### src/preset_speed_defines.svh
// Function
// Ramp mode picks shared or per-speed times
// Eight preset speeds, 0 to 650.00 Hz
// Each preset owns accel and decel time
// Shared mode uses global pair one or two
// Individual mode uses the preset's own times
// Ramp time scales by frequency over maximum
// Pattern seven uses programmed maximum frequency
// Fixed patterns use 50 or 60 Hz
// Pulsed run ramps from and to zero
// Continuous run ramps by speed difference
// Three inputs weight 1, 2, 4 select preset
// Sequencer modes: off, single, periodic, hold
// Modes 1-3 resume, 4-6 restart step 0
// Step zero frequency is preset speed zero
// Steps 1-7 have own frequency setting
// Every step has a run time
// Step direction: stop, forward, reverse
// Enable input turns the sequencer on
// Single cycle runs steps once, then stops
// Sequencer ramps use global time pair
// Zero time and frequency marks unused step
// Step timer counts 0.1 second ticks
`ifndef PRESET_SPEED_DEFINES_SVH
`define PRESET_SPEED_DEFINES_SVH
`define CLK_HZ 25000000
`define TICK_MS 100
`define FREQ_MAX_SET 16'hfde8
`define TIME_MAX_SET 16'h8ca0
`define FMAX_50HZ 16'h1388
`define FMAX_60HZ 16'h1770
`define VF_PROG 4'h7
`define VF_LAST_50HZ 4'h2
`define SEQ_NEW_CYCLE 3'h4
`define SEQ_LAST_MODE 3'h6
`define DIR_STOP 2'h0
`define DIR_REV 2'h2
`define GRP_MISC 3'h0
`define GRP_PFREQ 3'h1
`define GRP_PACC 3'h2
`define GRP_PDEC 3'h3
`define GRP_SFREQ 3'h4
`define GRP_STIME 3'h5
`define GRP_SDIR 3'h6
`define REG_CTRL 3'h0
`define REG_FMAX 3'h1
`define REG_STATUS 3'h6
`define PIN_RUN 0
`define PIN_REV 1
`define PIN_SEL 2
`define PIN_SEQ 5
`endif

### src/preset_speed_pkg.sv
package preset_speed_pkg;
  typedef enum logic [1:0] {
    SEQ_IDLE = 2'b00,
    SEQ_RUN = 2'b01,
    SEQ_HOLD = 2'b10,
    SEQ_DONE = 2'b11
  } seq_t;
  typedef struct packed {
    logic [5:0] s1;
    logic [5:0] s2;
    logic ack;
    logic [31:0] rdat;
    logic ramp_mode;
    logic acc_sel;
    logic [2:0] seq_mode;
    logic [3:0] vf_pat;
    logic [15:0] fmax_set;
    logic [3:0][15:0] gtime;
    logic [7:0][15:0] pfreq;
    logic [7:0][15:0] pacc;
    logic [7:0][15:0] pdec;
    logic [7:0][15:0] sfreq;
    logic [7:0][15:0] stime;
    logic [7:0][1:0] sdir;
    logic [15:0] fout;
    logic rev;
    logic [39:0] acc;
    logic [31:0] tick;
    seq_t seq;
    logic [2:0] step;
    logic [15:0] stmr;
  } state_t;
endpackage : preset_speed_pkg

### src/preset_speed_auto_sequencer.sv
// Our own choices: the register offsets and the Wishbone interface to the registers.
`timescale 1ns/1ps
`default_nettype none
`include "preset_speed_defines.svh"
module preset_speed_auto_sequencer
  import preset_speed_pkg::*;
#(
  parameter int TICK_CYCLES = `CLK_HZ / 1000 * `TICK_MS
)(
  // Clock and reset
  input wire logic CLK,
  input wire logic RST,
  // Wishbone slave
  input wire logic WB_CYC_I,
  input wire logic WB_STB_I,
  input wire logic WB_WE_I,
  input wire logic [31:0] WB_ADR_I,
  input wire logic [3:0] WB_SEL_I,
  input wire logic [31:0] WB_DAT_I,
  output logic [31:0] WB_DAT_O,
  output logic WB_ACK_O,
  // Terminals
  input wire logic MULTI_INPUT_ONE,
  input wire logic DIR_REVERSE_IN,
  input wire logic SPEED_SELECT_BIT0,
  input wire logic SPEED_SELECT_BIT1,
  input wire logic SPEED_SELECT_BIT2,
  input wire logic SEQ_ENABLE_IN,
  // Frequency command
  output logic [15:0] FREQ_OUT,
  output logic DIR_REV_OUT,
  output logic [2:0] SEQ_STEP,
  output logic [1:0] SEQ_STATE
);
  state_t q;
  state_t s;
  logic hit;
  logic run;
  logic seq_go;
  logic [2:0] sel;
  logic [2:0] grp;
  logic [2:0] idx;
  logic [31:0] rd;
  logic [7:0] used;
  logic [2:0] nxt;
  logic found;
  logic step_end;
  logic [15:0] fmax;
  logic [15:0] tgt;
  logic rev_cmd;
  logic [15:0] acc_t;
  logic [15:0] dec_t;
  logic up;
  logic [15:0] t;
  logic [39:0] den;
  logic [39:0] accn;

  function automatic logic [15:0] merge(input logic [15:0] old, input logic [31:0] d,
                                        input logic [3:0] be, input logic [15:0] lim);
    logic [15:0] v;
    v = {be[1] ? d[15:8] : old[15:8], be[0] ? d[7:0] : old[7:0]};
    merge = (v > lim) ? lim : v;
  endfunction : merge

  function automatic logic [15:0] step_freq(input state_t st, input logic [2:0] i);
    step_freq = (i == 3'h0) ? st.pfreq[0] : st.sfreq[i];
  endfunction : step_freq

  // ----------------------------------------
  // Next state
  // ----------------------------------------
  always_comb
  begin
    s = q;
    s.s1 = {SEQ_ENABLE_IN, SPEED_SELECT_BIT2, SPEED_SELECT_BIT1, SPEED_SELECT_BIT0,
            DIR_REVERSE_IN, MULTI_INPUT_ONE};
    s.s2 = q.s1;
    run = q.s2[`PIN_RUN];
    sel = q.s2[`PIN_SEL+:3];
    // Bus decode
    hit = WB_CYC_I & WB_STB_I;
    grp = WB_ADR_I[7:5];
    idx = WB_ADR_I[4:2];
    rd = 32'h0;
    if (WB_ADR_I[31:8] == 24'h0)
    begin
      unique case (grp)
        `GRP_MISC:
        begin
          if (idx == `REG_CTRL)
            rd = {23'h0, q.vf_pat, q.seq_mode, q.acc_sel, q.ramp_mode};
          else if (idx == `REG_FMAX)
            rd = {16'h0, q.fmax_set};
          else if (idx == `REG_STATUS)
            rd = {10'h0, q.seq, q.step, q.rev, q.fout};
          else if (idx >= 3'h2 && idx <= 3'h5)
            rd = {16'h0, q.gtime[idx - 3'h2]};
        end
        `GRP_PFREQ: rd = {16'h0, q.pfreq[idx]};
        `GRP_PACC: rd = {16'h0, q.pacc[idx]};
        `GRP_PDEC: rd = {16'h0, q.pdec[idx]};
        `GRP_SFREQ: rd = {16'h0, (idx == 3'h0) ? 16'h0 : q.sfreq[idx]};
        `GRP_STIME: rd = {16'h0, q.stime[idx]};
        `GRP_SDIR: rd = {30'h0, q.sdir[idx]};
        default: rd = 32'h0;
      endcase
    end
    s.ack = hit & ~q.ack;
    if (hit & ~q.ack)
      s.rdat = rd;
    if (hit & q.ack & WB_WE_I & (WB_ADR_I[31:8] == 24'h0))
    begin
      unique case (grp)
        `GRP_MISC:
        begin
          if (idx == `REG_CTRL && WB_SEL_I[0])
          begin
            s.ramp_mode = WB_DAT_I[0];
            s.acc_sel = WB_DAT_I[1];
            s.seq_mode = WB_DAT_I[4:2];
          end
          if (idx == `REG_CTRL && WB_SEL_I[1])
            s.vf_pat = WB_DAT_I[8:5];
          if (idx == `REG_FMAX)
            s.fmax_set = merge(q.fmax_set, WB_DAT_I, WB_SEL_I, `FREQ_MAX_SET);
          if (idx >= 3'h2 && idx <= 3'h5)
            s.gtime[idx - 3'h2] = merge(q.gtime[idx - 3'h2], WB_DAT_I, WB_SEL_I,
                                        `TIME_MAX_SET);
        end
        `GRP_PFREQ: s.pfreq[idx] = merge(q.pfreq[idx], WB_DAT_I, WB_SEL_I, `FREQ_MAX_SET);
        `GRP_PACC: s.pacc[idx] = merge(q.pacc[idx], WB_DAT_I, WB_SEL_I, `TIME_MAX_SET);
        `GRP_PDEC: s.pdec[idx] = merge(q.pdec[idx], WB_DAT_I, WB_SEL_I, `TIME_MAX_SET);
        `GRP_SFREQ:
          if (idx != 3'h0)
            s.sfreq[idx] = merge(q.sfreq[idx], WB_DAT_I, WB_SEL_I, `FREQ_MAX_SET);
        `GRP_STIME: s.stime[idx] = merge(q.stime[idx], WB_DAT_I, WB_SEL_I, `TIME_MAX_SET);
        `GRP_SDIR:
          if (WB_SEL_I[0] && WB_DAT_I[1:0] <= `DIR_REV)
            s.sdir[idx] = WB_DAT_I[1:0];
        default: s.sdir = q.sdir;
      endcase
    end
    // Step scan
    for (int i = 0; i < 8; i++)
      used[i] = (q.stime[i] != 16'h0) || (step_freq(q, 3'(i)) != 16'h0);
    nxt = 3'h0;
    found = 1'b0;
    for (int i = 7; i >= 0; i--)
    begin
      if (3'(i) > q.step && used[i])
      begin
        nxt = 3'(i);
        found = 1'b1;
      end
    end
    // Sequencer
    seq_go = run & q.s2[`PIN_SEQ] & (q.seq_mode != 3'h0) & (q.seq_mode <= `SEQ_LAST_MODE);
    step_end = q.stmr >= q.stime[q.step];
    unique case (q.seq)
      SEQ_IDLE:
        if (seq_go)
        begin
          s.seq = SEQ_RUN;
          if (q.seq_mode >= `SEQ_NEW_CYCLE)
          begin
            s.step = 3'h0;
            s.stmr = 16'h0;
            s.tick = 32'h0;
          end
        end
      SEQ_RUN:
        if (!seq_go)
          s.seq = SEQ_IDLE;
        else if (step_end)
        begin
          s.stmr = 16'h0;
          s.tick = 32'h0;
          if (found)
            s.step = nxt;
          else if (q.seq_mode == 3'h2 || q.seq_mode == 3'h5)
            s.step = 3'h0;
          else if (q.seq_mode == 3'h3 || q.seq_mode == `SEQ_LAST_MODE)
            s.seq = SEQ_HOLD;
          else
            s.seq = SEQ_DONE;
        end
        else if (q.tick == 32'(TICK_CYCLES - 1))
        begin
          s.tick = 32'h0;
          s.stmr = 16'(q.stmr + 16'h1);
        end
        else
          s.tick = 32'(q.tick + 32'h1);
      SEQ_HOLD, SEQ_DONE:
        if (!seq_go)
        begin
          s.seq = SEQ_IDLE;
          s.step = 3'h0;
          s.stmr = 16'h0;
        end
    endcase
    // Ramp targets
    if (q.vf_pat == `VF_PROG)
      fmax = (q.fmax_set == 16'h0) ? 16'h1 : q.fmax_set;
    else
      fmax = (q.vf_pat <= `VF_LAST_50HZ) ? `FMAX_50HZ : `FMAX_60HZ;
    if (q.seq != SEQ_IDLE)
    begin
      tgt = (q.seq == SEQ_DONE || q.sdir[q.step] == `DIR_STOP) ? 16'h0
            : step_freq(q, q.step);
      rev_cmd = q.sdir[q.step] == `DIR_REV;
    end
    else
    begin
      tgt = run ? q.pfreq[sel] : 16'h0;
      rev_cmd = q.s2[`PIN_REV];
    end
    if (q.seq != SEQ_IDLE || !q.ramp_mode)
    begin
      acc_t = q.gtime[{q.acc_sel, 1'b0}];
      dec_t = q.gtime[{q.acc_sel, 1'b1}];
    end
    else
    begin
      acc_t = q.pacc[sel];
      dec_t = q.pdec[sel];
    end
    if (rev_cmd != q.rev)
    begin
      tgt = 16'h0;
      if (q.fout == 16'h0)
        s.rev = rev_cmd;
    end
    // Ramp engine: slope of fmax per programmed time
    up = tgt > q.fout;
    t = up ? acc_t : dec_t;
    den = 40'(t) * 40'(TICK_CYCLES);
    accn = q.acc + {24'h0, fmax};
    if (tgt == q.fout)
      s.acc = 40'h0;
    else if (t == 16'h0)
    begin
      s.fout = tgt;
      s.acc = 40'h0;
    end
    else if (accn >= den)
    begin
      s.acc = accn - den;
      s.fout = up ? 16'(q.fout + 16'h1) : 16'(q.fout - 16'h1);
    end
    else
      s.acc = accn;
  end

  always_ff @(posedge CLK or posedge RST)
  begin
    if (RST)
      q <= '0;
    else
      q <= s;
  end

  assign WB_ACK_O = q.ack;
  assign WB_DAT_O = q.rdat;
  assign FREQ_OUT = q.fout;
  assign DIR_REV_OUT = q.rev;
  assign SEQ_STEP = q.step;
  assign SEQ_STATE = q.seq;
endmodule : preset_speed_auto_sequencer
`default_nettype wire

### config.mk
export PLATFORM = sky130hd
export DESIGN_NAME = preset_speed_auto_sequencer
export DESIGN_NICKNAME = d
export VERILOG_FILES = /design/src/preset_speed_pkg.sv /design/src/preset_speed_auto_sequencer.sv
export VERILOG_INCLUDE_DIRS = /design/src /design/src/src
export SDC_FILE = /design/constraint.sdc
export NUM_CORES = 2
export LEC_CHECK = 0
export ABC_AREA = 1
export ABC_CLOCK_PERIOD_IN_PS = 40800
export BUFFER_PORTS_ARGS = -buffer_cell sky130_fd_sc_hd__buf_2
export CAP_MARGIN = 20
export CORE_MARGIN = 2
export CORE_UTILIZATION = 25
export CTS_CLUSTER_DIAMETER = 50
export CTS_CLUSTER_SIZE = 24
export DETAILED_ROUTE_END_ITERATION = 8
export PLACE_DENSITY_LB_ADDON = 0.15
export SLEW_MARGIN = 20
export SYNTH_ARGS = -nofsm -noshare
export SYNTH_HDL_FRONTEND = slang
export SYNTH_SLANG_ARGS = --single-unit
### constraint.sdc
create_clock -name CLK -period 40.8 [get_ports CLK]
set_input_delay 6.12 -clock CLK [delete_from_list [all_inputs] [get_ports CLK]]
set_output_delay 6.12 -clock CLK [all_outputs]
set_load 0.01 [all_outputs]
* Yosys cells after proc, flatten, opt, wreduce, memory -nomap -nowiden *
Cells that the tools add are included.

operators by class
  add/sub/neg operators = 7
  multiply operators = 1
  magnitude comparators = 32
  equal/unequal tests = 30
  multiplexer cells = 124
  bitwise operators = 10
  reductions and logical operators = 74

operators by type and width
  kind                                                   count
  2-to-1 mux 16 bit                                      41
  bitwise mux 128 bit                                    5
  binary-select mux 16 bit (select 3 bit)                10
  nonzero test 16 bit                                    16
  one-hot mux 32 bit (7 select lines)                    1
  2-to-1 mux 32 bit                                      5
  2-to-1 mux 40 bit                                      3
  greater-than comparator 16 bit, second input constant  7
  2-to-1 mux 8 bit                                       14
  2-to-1 mux 22 bit                                      3
  bitwise mux 64 bit                                     1
  one-hot mux 32 bit (2 select lines)                    1
  one-hot mux 21 bit (3 select lines)                    1
  2-to-1 mux 53 bit                                      1
  demux 16 bit (select 3 bit)                            1
  zero test 16 bit                                       3
  adder 40 x 16 -> 40 bit                                1
  >= comparator 40 x 38 -> 1 bit                         1
  subtractor 40 x 38 -> 40 bit                           1
  2-to-1 mux 19 bit                                      2
  multiplier 16 x 17 -> 33 bit, second input constant    1
  adder 16 x 1 -> 16 bit, second input constant          2
  adder 32 x 1 -> 32 bit, second input constant          1
  binary-select mux 16 bit (select 2 bit)                1
  other kinds (53)                                       155

storage, ports and cells
  register bits = 900
  input port bits = 79
  word-level logic and storage cells = 346

* Logic depth before layout (Yosys ltp) *
  word-level depth = 15
  mapped depth = 69
  gate-level depth less buffers = 65

* Worst setup path after synthesis *
No wires, ideal clock.

  path kind = register to register
  start = register q, in the netlist SEQ_STEP[0]
  end = register q[91] (netlist name)
  setup time = 72 ps
  arrival time = 10,063 ps
  slack = 30,665 ps
  cell stages (with the launch flop) = 56
  clock period less this slack = 10,135 ps
  cells stage by stage = dfrtp_1 > clkbuf_1 > o21ai_0 > o211ai_1 > nand2_1 > nand2_1 > nand2_1 > nand2_1 > nand2_1 > nand2_1 > clkbuf_1 > a21oi_1 > ha_1 > nand4_1 > nor2_1 > nand3_1 > nand2_1 > buf_2 > [20 not listed] > xor2_1 > ha_1 > nand2_1 > nor2_1 > nand2_1 > nor2_1 > nand2_1 > nor2_1 > nand3_1 > nand3_1 > nand2_1 > nand2_1 > nand2_1 > nand3_1 > buf_2 > buf_1 > nand3b_1 > nor2_1

RTL lines
  element                 RTL line                            source
  from (decl)             preset_speed_auto_sequencer.sv:35   state_t q;
  from (signal assigned)  preset_speed_auto_sequencer.sv:260  q <= s;

==> results.md <==
* Status: complete, no violations
* Clock tree sinks at 890
* Initial antenna violation count at 20
* Worst path max stage delay at 0.96 ns
* Post-DR wirelength/cell at 23.9 um
* R2R Path Start: SEQ_STEP[0]
* Skew final at 0.0616 ns
* Worst R2R Setup Slack at 26.56 ns
* DRT iter0 DRCs at 6905
* Number of global-route vias before repair at 58200
* Pwr Total at 0.00474 W
* Util after Layout at 0.287
* Total setup buffers inserted after CTS at 0
* Worst Path Max Fanout at 72
* Fillers at 26400
* Non-filler cells in the finished layout at 12000
* Synthesis-stage register bit count at 890
* Fin crit share at 0.349
* Vias/cell at 5.16
* Synthesis-to-layout area growth at 14.3%
* Post-synth top area cell: dfrtp_1
* CTS tree: done
* Hold WC Path Type: flip-flop to flip-flop
* Synth cell count leaders: nand2_1 (2943), dfrtp_1 (890), nand3_1 (836)
* Core box area at 243000 um^2
* Area of the multi-input gates at 33900 um^2
* Pwr/cell area at 67.8 nW/um^2
* Hold depth at 0
* Reg clk slew, reported paths at 0.05 ns
* FF/Latch Area at 22300 um^2
* DIE AREA at 249000 um^2
* Total I/O pin count at 134
* Peak VDD IR at 63.6 uV
* Endpoints failing setup at 0
* Worst R2R End: q[77]
* Post-synthesis sequential area ratio at 0.364
* Final number of hold-violating endpoints at 0
* Arr. time, crit path at 14.94 ns
* 1st-pass router iterations at 6
* Mean post-synth cell area at 6.98 um^2
* Layout cell share with drive strength beyond 1 at 0.0744
* Most frequent cell after synthesis: nand2_1
* CTS buffer count at 150
* Worst endpoint required time at 41.50 ns
* Nets at 9096
* Final TNS setup at 0 ns
* Post-cts resize count at 0
* Clk buf depth at 3
* Most frequent CP cell: nand2_1
* Drt total wl at 288000 um
* CP Capture Point: q[77]
* First-pass GRT wire length at 417000 um
* Worst-margin pin slew at 1.33 ns
* GR Overflow Total at 0
* Pins Over Slew Limit at 0
* Rows at 181
* Largest net degree at the start of global routing at 133
* Max Cap Viol at 0
* CTS Root Cell: clkbuf_16
* Syn Std Cell Area at 61200 um^2
* Post-cts hold buffer count at 0
* CP Class: flip-flop to flip-flop
* Antenna Nets Post-Route at 0
* Total track usage at 0.225
* Worst skew pair latency at 0.83 ns
* Global placement routability congestion at 0.905
* Detailed-route via count at 62100
* Die height at 499 um
* Reg2reg path depth at 55
* Ys async rst share at 1.00
* Crit end category: flip-flop
* Worst rel slew slack at 0.106
* Placed insts at 11700
* Primary FF master, synth: dfrtp_1
* Worst hold margin at 0.345 ns
* Mapped Cells at 8764
* Static Leakage at 34.0 nW
* YS warnings at 0
* Initial Util at 0.251
* # DRC at 0
* Worst Setup Start Kind: flip-flop
* Crit. Startpoint: SEQ_STEP[0]
* Unrepaired setup endpoints after global routing: no
* Final worst path period need at 14.24 ns
* Crit-path slowest cell: o311ai_0
* Detailed placer's ending HPWL at 200000 um
* Synth area leaders: dfrtp_1 (36%), nand2_1 (18%), nand3_1 (6.8%), ha_1 (5.2%), o21ai_0 (4.8%)
* Fmax at 70.2 MHz
* Port bufs at 103
* Share of the synthesized area in the top cell type at 0.364
* Number of synthesized flops with an enable pin at 0
* Yosys cell types at 63
* Die width at 499 um
* H-tree Lvls at 4
## placed cells by master, fill, tap and decap left out, drive strengths merged, types with 79 or more instances in the layout
master,instances
nand2,2979
dfrtp,890
nand3,837
inv,745
nor2,662
o21ai,621
a21oi,379
ha,253
buf,253
clkbuf,169
nand4,150
nor3,89
o211ai,86
a22oi,80
xor2,79
## through the flow
stage          cell area (um^2)  setup WS (ns)
2_1_floorplan             61200           9.66
3_3_place_gp              64600          26.65
3_5_place_dp              64600          26.70
4_1_cts                   69900          26.62
5_1_grt                   69900          25.54
6_report                  69900          26.56
## logic make-up (layout without fill, tap and decap cells)
kind of cell / count (synthesis) / after routing / synth area share
other: 1 / 20 / 0.0000613
AND/OR/NAND/NOR: 4839 / 4839 / 0.330
AO/OA/AOI/OAI: 1382 / 1382 / 0.129
multiplexers: 6 / 6 / 0.00102
adder cells (fa/ha/maj): 317 / 317 / 0.0726
flip-flops: 890 / 890 / 0.364
buffers and inverters: 1203 / 1255 / 0.0846
XOR/XNOR: 126 / 126 / 0.0180
## metal layers
layer | share of wire | wire length, um | track usage
met3 | 0.077 | 22200 | 0.0419
met2 | 0.44 | 125000 | 0.342
met4 | 0.037 | 10600 | 0.0841
met5 | 0.00024 | 68 | 0
met1 | 0.45 | 130000 | 0.315
## worst max-delay path, delay by kind of cell, from the launching register on
kind | cells | cell delay (ns)
and+or+nand+nor | 26 | 3.83
AOI/OAI and AO/OA | 9 | 3.47
adders and majority gates | 9 | 3.35
buffers and inverters | 10 | 2.42
DFF | 1 | 0.71
xor gates and xnor gates | 1 | 0.13
## area by class of cell
cell class,instances,share of cell area
diodes,10,0.000358
clock buffers,169,0.0564
clock inverters,108,0.0194
inverters,725,0.0392
multi-input cells,6680,0.484
flip-flops and latches,890,0.319
well taps,3202,0.0573
repair buffers,253,0.0246
## sequential cells by signal, indices dropped and copies added (netlist names)
name	count
q	845
WB_DAT_O	22
FREQ_OUT	16
SEQ_STEP	3
SEQ_STATE	2
DIR_REV_OUT	1
WB_ACK_O	1
## worst min path at each step
stage,startpoint,to,slack (ns)
after CTS,q[899],q[893],0.35
after global placement,q[899],q[893],0.34
after floorplan,q[894],q[888],0.33
final,q[899],q[893],0.35
after global routing,q[895],q[889],0.36
after detailed placement,q[899],q[893],0.33
## power by group
part / total [W] / internal, W / switching, W
sequential: 0.000978 / 0.000938 / 0.0000403
clock: 0.00135 / 0.000807 / 0.000546
combinational: 0.00241 / 0.000768 / 0.00164
total: 0.00474 / 0.00251 / 0.00223
Note: power is estimated with default switching activity, not from simulation.
